[config.mk]
export PLATFORM = sky130hd
export DESIGN_NAME = jbs_tap_top
export DESIGN_NICKNAME = d
export VERILOG_FILES = /design/src/verilog/jbs_pkg.sv /design/src/verilog/jbs_sync_if.sv /design/src/verilog/jbs_sync.sv /design/src/verilog/jbs_tap_top.sv
export SDC_FILE = /design/constraint.sdc
export NUM_CORES = 1
export LEC_CHECK = 0
export BUFFER_PORTS_ARGS = -buffer_cell sky130_fd_sc_hd__clkbuf_2
export CAP_MARGIN = 20
export CORE_ASPECT_RATIO = 0.8
export CORE_MARGIN = 3
export CORE_UTILIZATION = 55
export CTS_BUF_LIST = sky130_fd_sc_hd__clkbuf_8
export DETAILED_ROUTE_END_ITERATION = 6
export GPL_TIMING_DRIVEN = 0
export PLACE_DENSITY = 0.78
export SYNTH_ARGS = -nofsm -noshare
export SYNTH_HDL_FRONTEND = slang
export SYNTH_SLANG_ARGS = --single-unit
[constraint.sdc]
create_clock -name clk -period 1.9 [get_ports clk]
set_input_delay 0.095 -clock clk [delete_from_list [all_inputs] [get_ports clk]]
set_output_delay 0.095 -clock clk [all_outputs]
set_load 0.005 [all_outputs]
[src/verilog/jbs_pkg.sv]
/*
 * Constants, types and decode functions for the boundary-scan data registers
 * and instruction decoding of the test access port.
 * Assumes a single 100 MHz system clock that samples the test port pins.
 */
// Function
// - Bypass is one stage, cleared to zero at Capture-DR when selected.
// - Identification register is 32 bits: version, part, maker, constant one.
// - Version field counts silicon revisions from zero upward.
// - Part number field holds a fixed 16-bit component code.
// - Maker field holds a fixed 11-bit manufacturer code.
// - A one in the reset data register holds the core in reset.
// - After the reset register clears, core stays reset for the time-out.
// - Reset register drives core reset directly, with no update latch.
// - Instruction register is 4 bits wide, sixteen opcodes.
// - All shift registers move least significant bit first.
// - Opcode 0x0 selects the boundary chain of pin signals.
// - Under EXTEST latched outputs drive pins as soon as IR loads.
// - EXTEST captures pins, shifts chain, update applies chain to pins.
// - Opcode 0x1 selects identification register; it is the power-up default.
// - Opcode 0x2 samples pins and preloads latches without touching pins.
// - Opcode 0xC selects reset register and leaves the TAP unreset.
// - Opcode 0xF selects bypass: capture zero, then shift.
// - No HIGHZ; outside EXTEST, core reset instead tristates all port pins.
// - Port works only with enable fuse set and disable bit clear.
// - Scan relies on clk sampling the port pins; TCK must be far slower than clk.
// - Reset from reset register sets a flag; power-on or zero write clears.
package jbs_pkg;
    localparam int IR_W = 4;
    localparam int ID_W = 32;
    localparam logic [3:0] OP_EXTEST   = 4'h0;
    localparam logic [3:0] OP_IDCODE   = 4'h1;
    localparam logic [3:0] OP_SAMPLE   = 4'h2;
    localparam logic [3:0] OP_CORE_RST = 4'hc;
    localparam logic [3:0] OP_BYPASS   = 4'hf;
    localparam logic [3:0] IR_CAPTURE  = 4'h1;
    localparam int VER_LSB  = 28;
    localparam int PART_LSB = 12;
    localparam int MFR_LSB  = 1;
    localparam int CELLS    = 4;
    localparam int C_IN     = 0;
    localparam int C_DATA   = 1;
    localparam int C_CTRL   = 2;
    localparam int C_PUD    = 3;
    localparam int ADDR_W = 2;
    localparam int DATA_W = 8;
    localparam logic [1:0] CTRL_IDX = 2'h0;
    localparam logic [1:0] STAT_IDX = 2'h1;
    localparam int CTRL_DIS_BIT = 7;
    localparam int STAT_RST_BIT = 0;
    localparam int STAT_EN_BIT  = 1;
    localparam int STAT_FLAG_BIT = 4;
    localparam logic [2:0] TIMED_WIN = 3'h4;

    typedef enum logic [15:0] {
        TAP_TLR  = 16'h0001, TAP_RTI  = 16'h0002, TAP_SDS  = 16'h0004,
        TAP_CDR  = 16'h0008, TAP_SHDR = 16'h0010, TAP_E1DR = 16'h0020,
        TAP_PDR  = 16'h0040, TAP_E2DR = 16'h0080, TAP_UDR  = 16'h0100,
        TAP_SIS  = 16'h0200, TAP_CIR  = 16'h0400, TAP_SHIR = 16'h0800,
        TAP_E1IR = 16'h1000, TAP_PIR  = 16'h2000, TAP_E2IR = 16'h4000,
        TAP_UIR  = 16'h8000
    } jbs_tap_t;

    typedef enum logic [3:0] {
        DR_BSC = 4'h1,
        DR_ID  = 4'h2,
        DR_RST = 4'h4,
        DR_BYP = 4'h8
    } jbs_dr_t;

    function automatic jbs_dr_t dr_sel(input logic [3:0] op);
        jbs_dr_t d;
        d = DR_BYP;
        if (op == OP_BYPASS) d = DR_BYP;
        if (op == OP_EXTEST) d = DR_BSC;
        if (op == OP_SAMPLE) d = DR_BSC;
        if (op == OP_IDCODE) d = DR_ID;
        if (op == OP_CORE_RST) d = DR_RST;
        return d;
    endfunction
endpackage

[src/verilog/jbs_sync_if.sv]
/*
 * Carrier between the top and its pin sampler: raw pin levels in,
 * filtered levels out. Assumes both ends share the system clock.
 */
`timescale 1ns/1ps
interface jbs_sync_if #(parameter int W = 1);
    logic [W-1:0] raw;
    logic [W-1:0] clean;
    modport drv (output raw, input clean);
    modport syn (input raw, output clean);
endinterface // jbs_sync_if

[src/verilog/jbs_sync.sv]
/*
 * Three-stage sampler for pins from outside the clock domain.
 * Assumes raw levels may change at any time relative to clk.
 */
`timescale 1ns/1ps
module jbs_sync #(
    parameter int W = 1
) (
    input wire logic  clk,
    input wire logic  rst_n,
    jbs_sync_if.syn   sif
);
    logic [W-1:0] s1_r, s2_r, s3_r, clean_r;
    logic [W-1:0] clean_nxt;

    // A level counts only once the second and third stages agree.
    always_comb begin
        clean_nxt = (s2_r & s3_r) | (clean_r & (s2_r | s3_r));
    end

    always_ff @(posedge clk) begin
        if (!rst_n) begin
            s1_r    <= '0;
            s2_r    <= '0;
            s3_r    <= '0;
            clean_r <= '0;
        end else begin
            s1_r    <= sif.raw;
            s2_r    <= s1_r;
            s3_r    <= s2_r;
            clean_r <= clean_nxt;
        end
    end

    assign sif.clean = clean_r;
endmodule // jbs_sync

[src/verilog/jbs_tap_top.sv]
/*
 * Test access port: TAP sequencing, 4-bit instruction register, bypass,
 * identification, core reset register and a pin boundary chain, plus the
 * control and status registers reached over a plain register port.
 * Assumes TCK is far slower than clk (at least four clk periods per phase).
 */
`timescale 1ns/1ps
module jbs_tap_top #(
    parameter int          NPIN            = 8,
    parameter logic [3:0]  VERSION         = 4'h0,
    // Arbitrary identity values.
    // fixed part code
    parameter logic [15:0] PART_NUM        = 16'h5a5a,
    parameter logic [10:0] MAKER_ID        = 11'h2aa,
    parameter int          RST_TIMEOUT_CYC = 64
) (
    input  wire logic                        clk,
    input  wire logic                        rst_n,
    input  wire logic                        tck,
    input  wire logic                        tms,
    input  wire logic                        tdi,
    output logic                             tdo,
    output logic                             tdo_oe,
    input  wire logic                        test_port_enable_fuse,
    input  wire logic                        ext_rst_n,
    output logic                             core_rst_n,
    input  wire logic [NPIN-1:0]             pin_in,
    input  wire logic [NPIN-1:0]             core_out,
    input  wire logic [NPIN-1:0]             core_oe,
    input  wire logic [NPIN-1:0]             core_pud,
    output logic      [NPIN-1:0]             pin_out,
    output logic      [NPIN-1:0]             pin_oe,
    output logic      [NPIN-1:0]             pin_pud,
    input  wire logic [jbs_pkg::ADDR_W-1:0]  reg_addr,
    input  wire logic [jbs_pkg::DATA_W-1:0]  reg_wdata,
    input  wire logic                        reg_wr,
    input  wire logic                        reg_rd,
    output logic      [jbs_pkg::DATA_W-1:0]  reg_rdata
);
    localparam int SW   = 5 + NPIN;
    localparam int BS_W = jbs_pkg::CELLS * NPIN;
    localparam int TO_W = $clog2(RST_TIMEOUT_CYC + 1);
    localparam logic [TO_W-1:0] TO_LOAD = TO_W'(RST_TIMEOUT_CYC);

    localparam logic [31:0] ID_VALUE = {VERSION, PART_NUM, MAKER_ID, 1'b1};

    jbs_sync_if #(.W(SW)) sif ();

    jbs_sync #(.W(SW)) u_sync (
        .clk   (clk),
        .rst_n (rst_n),
        .sif   (sif)
    );

    // One sampler for every pin keeps TMS and TDI aligned with the TCK edge.
    assign sif.raw = {pin_in, test_port_enable_fuse, ext_rst_n, tdi, tms, tck};

    logic            tck_c, tms_c, tdi_c, ext_rst_n_c, fuse_c;
    logic [NPIN-1:0] pin_c;
    assign tck_c       = sif.clean[0];
    assign tms_c       = sif.clean[1];
    assign tdi_c       = sif.clean[2];
    assign ext_rst_n_c = sif.clean[3];
    assign fuse_c      = sif.clean[4];
    assign pin_c       = sif.clean[SW-1:5];

    function automatic jbs_pkg::jbs_tap_t tap_next(input jbs_pkg::jbs_tap_t s,
                                                  input logic m);
        jbs_pkg::jbs_tap_t n;
        n = jbs_pkg::TAP_TLR;
        unique case (s)
            jbs_pkg::TAP_TLR:  n = m ? jbs_pkg::TAP_TLR  : jbs_pkg::TAP_RTI;
            jbs_pkg::TAP_RTI:  n = m ? jbs_pkg::TAP_SDS  : jbs_pkg::TAP_RTI;
            jbs_pkg::TAP_SDS:  n = m ? jbs_pkg::TAP_SIS  : jbs_pkg::TAP_CDR;
            jbs_pkg::TAP_CDR:  n = m ? jbs_pkg::TAP_E1DR : jbs_pkg::TAP_SHDR;
            jbs_pkg::TAP_SHDR: n = m ? jbs_pkg::TAP_E1DR : jbs_pkg::TAP_SHDR;
            jbs_pkg::TAP_E1DR: n = m ? jbs_pkg::TAP_UDR  : jbs_pkg::TAP_PDR;
            jbs_pkg::TAP_PDR:  n = m ? jbs_pkg::TAP_E2DR : jbs_pkg::TAP_PDR;
            jbs_pkg::TAP_E2DR: n = m ? jbs_pkg::TAP_UDR  : jbs_pkg::TAP_SHDR;
            jbs_pkg::TAP_UDR:  n = m ? jbs_pkg::TAP_SDS  : jbs_pkg::TAP_RTI;
            jbs_pkg::TAP_SIS:  n = m ? jbs_pkg::TAP_TLR  : jbs_pkg::TAP_CIR;
            jbs_pkg::TAP_CIR:  n = m ? jbs_pkg::TAP_E1IR : jbs_pkg::TAP_SHIR;
            jbs_pkg::TAP_SHIR: n = m ? jbs_pkg::TAP_E1IR : jbs_pkg::TAP_SHIR;
            jbs_pkg::TAP_E1IR: n = m ? jbs_pkg::TAP_UIR  : jbs_pkg::TAP_PIR;
            jbs_pkg::TAP_PIR:  n = m ? jbs_pkg::TAP_E2IR : jbs_pkg::TAP_PIR;
            jbs_pkg::TAP_E2IR: n = m ? jbs_pkg::TAP_UIR  : jbs_pkg::TAP_SHIR;
            jbs_pkg::TAP_UIR:  n = m ? jbs_pkg::TAP_SDS  : jbs_pkg::TAP_RTI;
            default:           n = jbs_pkg::TAP_TLR;
        endcase
        return n;
    endfunction

    // Software-side state.
    logic                        dis_r, dis_nxt;
    logic                        pend_val_r, pend_val_nxt;
    logic [2:0]                  pend_cnt_r, pend_cnt_nxt;
    logic                        flag_r, flag_nxt;
    logic [jbs_pkg::DATA_W-1:0]  rdata_r, rdata_nxt;

    // Scan-side state.
    jbs_pkg::jbs_tap_t           tap_r, tap_nxt;
    logic                        tck_q_r;
    logic [3:0]                  ir_r, ir_nxt;
    logic [3:0]                  ir_sh_r, ir_sh_nxt;
    logic                        byp_r, byp_nxt;
    logic [31:0]                 id_sh_r, id_sh_nxt;
    logic                        rst_dr_r, rst_dr_nxt;
    logic [BS_W-1:0]             bs_sh_r, bs_sh_nxt;
    logic [BS_W-1:0]             bs_upd_r, bs_upd_nxt;
    logic                        tdo_r, tdo_nxt;
    logic                        tdo_oe_r, tdo_oe_nxt;

    // Core reset and pin state.
    logic [TO_W-1:0]             to_cnt_r, to_cnt_nxt;
    logic [NPIN-1:0]             pout_r, pout_nxt;
    logic [NPIN-1:0]             poe_r, poe_nxt;
    logic [NPIN-1:0]             ppud_r, ppud_nxt;

    logic                        port_en, tck_rise, tck_fall;
    jbs_pkg::jbs_dr_t            sel;

    assign port_en  = fuse_c & ~dis_r;
    // Each TCK level must last two clk periods, or an edge is missed.
    // edges found from sampled TCK
    assign tck_rise = tck_c & ~tck_q_r;
    assign tck_fall = ~tck_c & tck_q_r;
    assign sel      = jbs_pkg::dr_sel(ir_r);

    always_comb begin
        tap_nxt    = tap_r;
        ir_nxt     = ir_r;
        ir_sh_nxt  = ir_sh_r;
        byp_nxt    = byp_r;
        id_sh_nxt  = id_sh_r;
        rst_dr_nxt = rst_dr_r;
        bs_sh_nxt  = bs_sh_r;
        bs_upd_nxt = bs_upd_r;
        tdo_nxt    = tdo_r;
        tdo_oe_nxt = tdo_oe_r;
        if (!port_en) begin
            tap_nxt    = jbs_pkg::TAP_TLR;
            ir_nxt     = jbs_pkg::OP_IDCODE;
            tdo_oe_nxt = 1'b0;
        end else if (tck_rise) begin
            tap_nxt = tap_next(tap_r, tms_c);
            unique case (tap_r)
                jbs_pkg::TAP_TLR: ir_nxt = jbs_pkg::OP_IDCODE;
                jbs_pkg::TAP_CIR: ir_sh_nxt = jbs_pkg::IR_CAPTURE;
                jbs_pkg::TAP_SHIR: ir_sh_nxt = {tdi_c, ir_sh_r[3:1]};
                jbs_pkg::TAP_UIR: ir_nxt = ir_sh_r;
                jbs_pkg::TAP_CDR: begin
                    if (sel == jbs_pkg::DR_BYP) byp_nxt = 1'b0;
                    if (sel == jbs_pkg::DR_ID) id_sh_nxt = ID_VALUE;
                    if (sel == jbs_pkg::DR_BSC) begin
                        for (int i = 0; i < NPIN; i++) begin
                            bs_sh_nxt[i*jbs_pkg::CELLS + jbs_pkg::C_IN]   = pin_c[i];
                            bs_sh_nxt[i*jbs_pkg::CELLS + jbs_pkg::C_DATA] = core_out[i];
                            bs_sh_nxt[i*jbs_pkg::CELLS + jbs_pkg::C_CTRL] = core_oe[i];
                            bs_sh_nxt[i*jbs_pkg::CELLS + jbs_pkg::C_PUD]  = core_pud[i];
                        end
                    end
                end
                jbs_pkg::TAP_SHDR: begin
                    // shift in at the top, out at bit zero
                    unique case (sel)
                        jbs_pkg::DR_BYP: byp_nxt = tdi_c;
                        jbs_pkg::DR_ID:  id_sh_nxt = {tdi_c, id_sh_r[31:1]};
                        jbs_pkg::DR_RST: rst_dr_nxt = tdi_c;
                        jbs_pkg::DR_BSC: bs_sh_nxt = {tdi_c, bs_sh_r[BS_W-1:1]};
                    endcase
                end
                jbs_pkg::TAP_UDR: begin
                    // update loads latches for both chain opcodes
                    if (sel == jbs_pkg::DR_BSC) bs_upd_nxt = bs_sh_r;
                end
                default: ;
            endcase
        end else if (tck_fall) begin
            // Moving TDO on the fall gives the controller a settled bit by the middle of the high phase.
            // least significant bit leaves first
            tdo_oe_nxt = (tap_r == jbs_pkg::TAP_SHDR) || (tap_r == jbs_pkg::TAP_SHIR);
            if (tap_r == jbs_pkg::TAP_SHIR) begin
                tdo_nxt = ir_sh_r[0];
            end else begin
                unique case (sel)
                    jbs_pkg::DR_BYP: tdo_nxt = byp_r;
                    jbs_pkg::DR_ID:  tdo_nxt = id_sh_r[0];
                    jbs_pkg::DR_RST: tdo_nxt = rst_dr_r;
                    jbs_pkg::DR_BSC: tdo_nxt = bs_sh_r[0];
                endcase
            end
        end
    end

    // The reset cell is cleared only by power-on reset or by shifting a zero in; Test-Logic-Reset leaves it.
    always_ff @(posedge clk) begin
        if (!rst_n) begin
            tap_r    <= jbs_pkg::TAP_TLR;
            tck_q_r  <= 1'b0;
            ir_r     <= jbs_pkg::OP_IDCODE;
            ir_sh_r  <= '0;
            byp_r    <= 1'b0;
            id_sh_r  <= '0;
            rst_dr_r <= 1'b0;
            bs_sh_r  <= '0;
            bs_upd_r <= '0;
            tdo_r    <= 1'b0;
            tdo_oe_r <= 1'b0;
        end else begin
            tap_r    <= tap_nxt;
            tck_q_r  <= tck_c;
            ir_r     <= ir_nxt;
            ir_sh_r  <= ir_sh_nxt;
            byp_r    <= byp_nxt;
            id_sh_r  <= id_sh_nxt;
            rst_dr_r <= rst_dr_nxt;
            bs_sh_r  <= bs_sh_nxt;
            bs_upd_r <= bs_upd_nxt;
            tdo_r    <= tdo_nxt;
            tdo_oe_r <= tdo_oe_nxt;
        end
    end

    assign tdo    = tdo_r;
    assign tdo_oe = tdo_oe_r;

    logic rst_src, extest;
    // reset register acts like the reset pin
    assign rst_src = rst_dr_r | ~ext_rst_n_c;
    assign extest  = port_en && (ir_r == jbs_pkg::OP_EXTEST);

    always_comb begin
        to_cnt_nxt = to_cnt_r;
        // The count reloads while any source holds reset, so only the last release counts.
        // hold reset for the time-out
        if (rst_src) begin
            to_cnt_nxt = TO_LOAD;
        end else if (to_cnt_r != '0) begin
            to_cnt_nxt = to_cnt_r - TO_W'(1);
        end
        // Under EXTEST the latches own the pins, even while the core is held in reset.
        for (int i = 0; i < NPIN; i++) begin
            if (extest) begin
                pout_nxt[i] = bs_upd_r[i*jbs_pkg::CELLS + jbs_pkg::C_DATA];
                poe_nxt[i]  = bs_upd_r[i*jbs_pkg::CELLS + jbs_pkg::C_CTRL];
                ppud_nxt[i] = bs_upd_r[i*jbs_pkg::CELLS + jbs_pkg::C_PUD];
            end else begin
                pout_nxt[i] = core_out[i];
                poe_nxt[i]  = core_oe[i] & core_rst_n;
                ppud_nxt[i] = core_pud[i] | ~core_rst_n;
            end
        end
    end

    always_ff @(posedge clk) begin
        if (!rst_n) begin
            to_cnt_r <= '0;
            pout_r   <= '0;
            poe_r    <= '0;
            ppud_r   <= '0;
        end else begin
            to_cnt_r <= to_cnt_nxt;
            pout_r   <= pout_nxt;
            poe_r    <= poe_nxt;
            ppud_r   <= ppud_nxt;
        end
    end

    // Core reset is combinational, so it asserts in the cycle the cell takes a one.
    // no latch between cell and core reset
    assign core_rst_n = rst_n & ~rst_src & (to_cnt_r == '0);
    assign pin_out    = pout_r;
    assign pin_oe     = poe_r;
    assign pin_pud    = ppud_r;

    // The disable bit changes only when the same value is written twice
    // within the timed window, so a stray write cannot lock out the port.
    always_comb begin
        dis_nxt      = dis_r;
        pend_val_nxt = pend_val_r;
        pend_cnt_nxt = (pend_cnt_r != 3'h0) ? pend_cnt_r - 3'h1 : 3'h0;
        flag_nxt     = flag_r;
        // Read data stand for one cycle only; idle cycles return zero.
        rdata_nxt    = '0;
        if (reg_wr && reg_addr == jbs_pkg::CTRL_IDX) begin
            if (pend_cnt_r != 3'h0 && reg_wdata[jbs_pkg::CTRL_DIS_BIT] == pend_val_r) begin
                dis_nxt      = pend_val_r;
                pend_cnt_nxt = 3'h0;
            end else begin
                pend_val_nxt = reg_wdata[jbs_pkg::CTRL_DIS_BIT];
                pend_cnt_nxt = jbs_pkg::TIMED_WIN;
            end
        end
        if (reg_wr && reg_addr == jbs_pkg::STAT_IDX && !reg_wdata[jbs_pkg::STAT_FLAG_BIT]) begin
            flag_nxt = 1'b0;
        end
        if (rst_dr_r) flag_nxt = 1'b1;
        if (reg_rd) begin
            unique case (reg_addr)
                jbs_pkg::CTRL_IDX: rdata_nxt[jbs_pkg::CTRL_DIS_BIT] = dis_r;
                jbs_pkg::STAT_IDX: begin
                    rdata_nxt[jbs_pkg::STAT_RST_BIT]  = ~core_rst_n;
                    rdata_nxt[jbs_pkg::STAT_EN_BIT]   = port_en;
                    rdata_nxt[jbs_pkg::STAT_FLAG_BIT] = flag_r;
                end
                default: rdata_nxt = '0;
            endcase
        end
    end

    always_ff @(posedge clk) begin
        if (!rst_n) begin
            dis_r      <= 1'b0;
            pend_val_r <= 1'b0;
            pend_cnt_r <= 3'h0;
            flag_r     <= 1'b0;
            rdata_r    <= '0;
        end else begin
            dis_r      <= dis_nxt;
            pend_val_r <= pend_val_nxt;
            pend_cnt_r <= pend_cnt_nxt;
            flag_r     <= flag_nxt;
            rdata_r    <= rdata_nxt;
        end
    end

    assign reg_rdata = rdata_r;
endmodule // jbs_tap_top

==> metrics list <==
- The run finished, with violations left.
- The final reports fail on negative setup slack.
- Post-layout net count: approximately 1200
* Rel. slew slack: between 50% and 60%
* Total power: 8.53 mW
- Clk_lat worst skew: 0.57 ns
- After detailed routing, the number of remaining DRC violations is 0.
- Die outline area: between 15000 and 20000 um2
- Commonest non-fill, non-tap cell in the layout: dfxtp_1
- Cells after Synth: about 900
- Area share of the largest cell type after synthesis: between 50% and 60%
* Final setup violation count: 67
* DR vias: 7602
- The most numerous cell type found on the critical path is buf_8.
- In this run the critical register-to-register path is launched from dis_r.
- Detailed-route wire length per cell: roughly 18 um
- Die boundary height: approximately 120 um
- Timing would allow up to around 0.48 GHz.
* Critical path launch point type: flip-flop
- In this run, distinct cell masters in the synthesized netlist total 71.
* Longest individual stage delay on the worst path: 0.57 ns
* Post-CTS clock slew at the launch and capture registers of the worst setup and hold paths: 0.07 ns
- In this run, synthesis inferred 0 flip-flops with an integrated enable.
- Share of cells above drive strength 1: ~27%
* Vias per cell: a little under 6
- 0 antenna diodes ended up in the layout.
- P_leak: 4.22 nW
- Data arrives at the worst endpoint at approximately 2.5 ns.
- Num Clock Sinks: between 200 and 250
- R2R depth: 7
* CTS H-tree lvls: 1
* Number of max-cap violations: 0
- Setup repair after global routing could not meet its margin everywhere.
* Biggest fanout along the worst timing path: 7
* Die span in x: roughly 140 um
- Total routing resource utilization after global routing: 26.9%
- Register-to-register path setup slack: -0.17 ns
- The first global-routing pass estimated about 36 mm of wire.
- TritonCTS built the clock tree.
- Number of max-slew violations in the final report: 0
* Number of antenna violations at the first check in global routing: 0
- The number of global-route vias before repair came to 7289.
- The path class of the tightest hold or removal check is primary input to flip-flop.
- For the pin with the worst max-slew slack, the measured transition is between 0.7 and 0.8 ns.
* Post-layout worst setup margin: -0.169 ns
* Portion of the post-synthesis area used by sequential elements: 50.3%
- Detailed-route wire length: between 20 and 25 mm
* Drt first-iter violations: a little over 700
- The largest individual stage delay along the critical path comes from the cell or4bb_4.
- Number of routed nets with antenna violations: 0
* Total global routing overflow: 0
- Effective utilization at floorplan: between 50% and 60%
- Endpoint class of the critical path: flip-flop
- Cell breakdown of the critical path: or4bb_4, nor3_4, and3_4, buf_8, buf_8, nor2_1, a311oi_2
- Post-Route Skew: roughly 0.021 ns
- The final critical path takes up 109% of the cycle.
* Mapped cell area: around 8400 um2
- Min-Delay Endpoint: to_cnt_r[0]
- Pin placement for this block handled 86 I/O pins.
* Capturing point of the worst reg2reg path: bs_sh_r[21]
- Port bufs: 74
* Count of state elements after synthesis: 210
- Cells fill about three quarters of the core in the end.
* Max VDD drop: 0.653 mV
* Warnings, synthesis: 0
- The final number of hold-violating endpoints came to 0.
- Cells on Worst Hold Path: 3
* Kind of critical path: flip-flop to flip-flop
- Among all flip-flop cells after synthesis, the most frequent one is dfxtp_1.
- In the layout the commonest cells are 193 x dfxtp_1, 168 x nand2_1, 81 x nor2_1.
- Row Count: 39
- The smallest clock period supported by the final layout is computed as just over 2 ns.
- Maximum number of buffers from clock root to sink: 3
- Detailed placement ended at an HPWL of between 10 and 15 mm.
- Entering global routing, the biggest net connects 16 pins.
* Share of synthesized registers carrying an async set or reset: 0%
* Power density over the cells: 773 nW/um2
- Area growth from synthesis to layout: 32.0%
- CTS buffer count: 31
- After floorplanning, the core was sized to cover ~15000 um2.
- For the worst setup path, the data required time is 2.37 ns.
- Clock root cell: clkbuf_8
* Synth Area per Inst: roughly 9.1 um2
- By area the synthesized netlist is led by dfxtp_1 50%, nand2_1 7.6%, nor2_1 4.1%.
- The first detailed-routing pass ran for 5 iterations.
* Routability Congestion: about 0.88
- The startpoint identified for the worst hold timing path is rst_n.
* Top cell type by total area after synthesis: dfxtp_1
[registers in the layout (all words and copies together) (netlist names), 13 cells and up]
register          count
bs_sh_r              32
id_sh_r              32
bs_upd_r             24
tap_r                16
u_sync.s1_r          13
u_sync.s2_r          13
u_sync.s3_r          13
u_sync.sif.clean     13
[synth_stat cells (11+ instances only)]
library cell / instances
nand3_1: 20
a21oi_1: 27
a311oi_2: 11
a21boi_1: 25
nand2_1: 169
a21boi_0: 26
dfxtp_1: 210
a22oi_1: 28
o21ai_0: 27
a311oi_1: 21
clkbuf_1: 41
and2_1: 41
buf_4: 15
buf_2: 12
nor2_1: 92
[worst max path at each step]
stage / start / to / slack, ns / cells after the start
finish: dis_r / bs_sh_r[21] / -0.17 / 7
global route: dis_r / bs_sh_r[3] / -0.23 / 7
CTS: tap_r[0] / bs_upd_r[31] / -0.10 / 8
detailed placement: to_cnt_r[2] / pin_pud[0] / -0.71 / 5
global placement: ir_r[3] / pin_out[0] / -0.90 / 5
floorplan: tap_r[1] / bs_sh_r[15] / 0.004 / 8
[logic make-up (layout without fill, tap and decap cells)]
family / Yosys count / after routing / synth area share (%)
xor gates and xnor gates: 12 / 12 / 1.26
muxes: 2 / 2 / 0.239
buffers and inverters: 83 / 294 / 4.86
DFF: 210 / 210 / 50.3
adders and majority gates: 5 / 5 / 0.748
other: 1 / 4 / 0.0448
and+or+nand+nor: 409 / 409 / 24.2
AOI/OAI and AO/OA: 198 / 198 / 18.4
[worst max-delay path, delay by kind of cell (launching register included)]
| family | cells | cell delay [ns] |
|---|---|---|
| buf+inv | 2 | 0.29 |
| flops | 1 | 0.35 |
| simple gates | 4 | 1.15 |
| compound gates | 1 | 0.17 |
[report_power, final]
group | leakage (nW) | total, mW | switching (mW) | internal (mW)
clock | 0.350 | 3.68 | 1.71 | 1.97
combinational | 2.16 | 0.372 | 0.192 | 0.181
sequential | 1.71 | 4.47 | 0.0233 | 4.45
[metal layers]
metal | wire length [um] | share of wire [%] | global-route usage, % | vias to the layer above
li1 | - | - | - | 3578
met2 | 10500 | 45 | 42.3 | 421
met1 | 10200 | 43 | 38.1 | 3544
met5 | 0 | 0 | 0 | -
met3 | 2300 | 9.7 | 4.67 | 59
met4 | 599 | 2.5 | 8.41 | 0
[metrics by stage]
step | hold slack, ns | instance area (um2) | setup slack, ns | setup TNS, ns | std cells
after floorplan | 0.172 | 8410 | 0.00433 | 0 | 923
after CTS | 0.0917 | 10700 | -0.102 | -3.25 | 1302
after global routing | 0.155 | 11000 | -0.232 | -11.84 | 1318
after global placement | 0.300 | 9010 | -0.897 | -46.84 | 1181
final | 0.132 | 11000 | -0.169 | -5.26 | 1318
after detailed placement | 0.303 | 9010 | -0.710 | -44.21 | 1182
[final cells by class]
class	count	area (um2)
Sequential cell	210	4250
Multi-Input combinational cell	630	4130
Fill cell	945	3550
Timing Repair Buffer	170	1300
Clock buffer	39	537
Buffer	61	467
Tap cell	184	230
Clock inverter	14	90.1
Inverter	10	37.5
[what timing repair did]
action	CTS	global route
hold endpoints to repair	69	0
gates resized for setup	103	76
hold buffers	44	0
endpoints found under the setup margin	130	118
cloned	5	2
buffers inserted	26	22
pin swaps	35	41
Power figures use the tool's default switching activity.
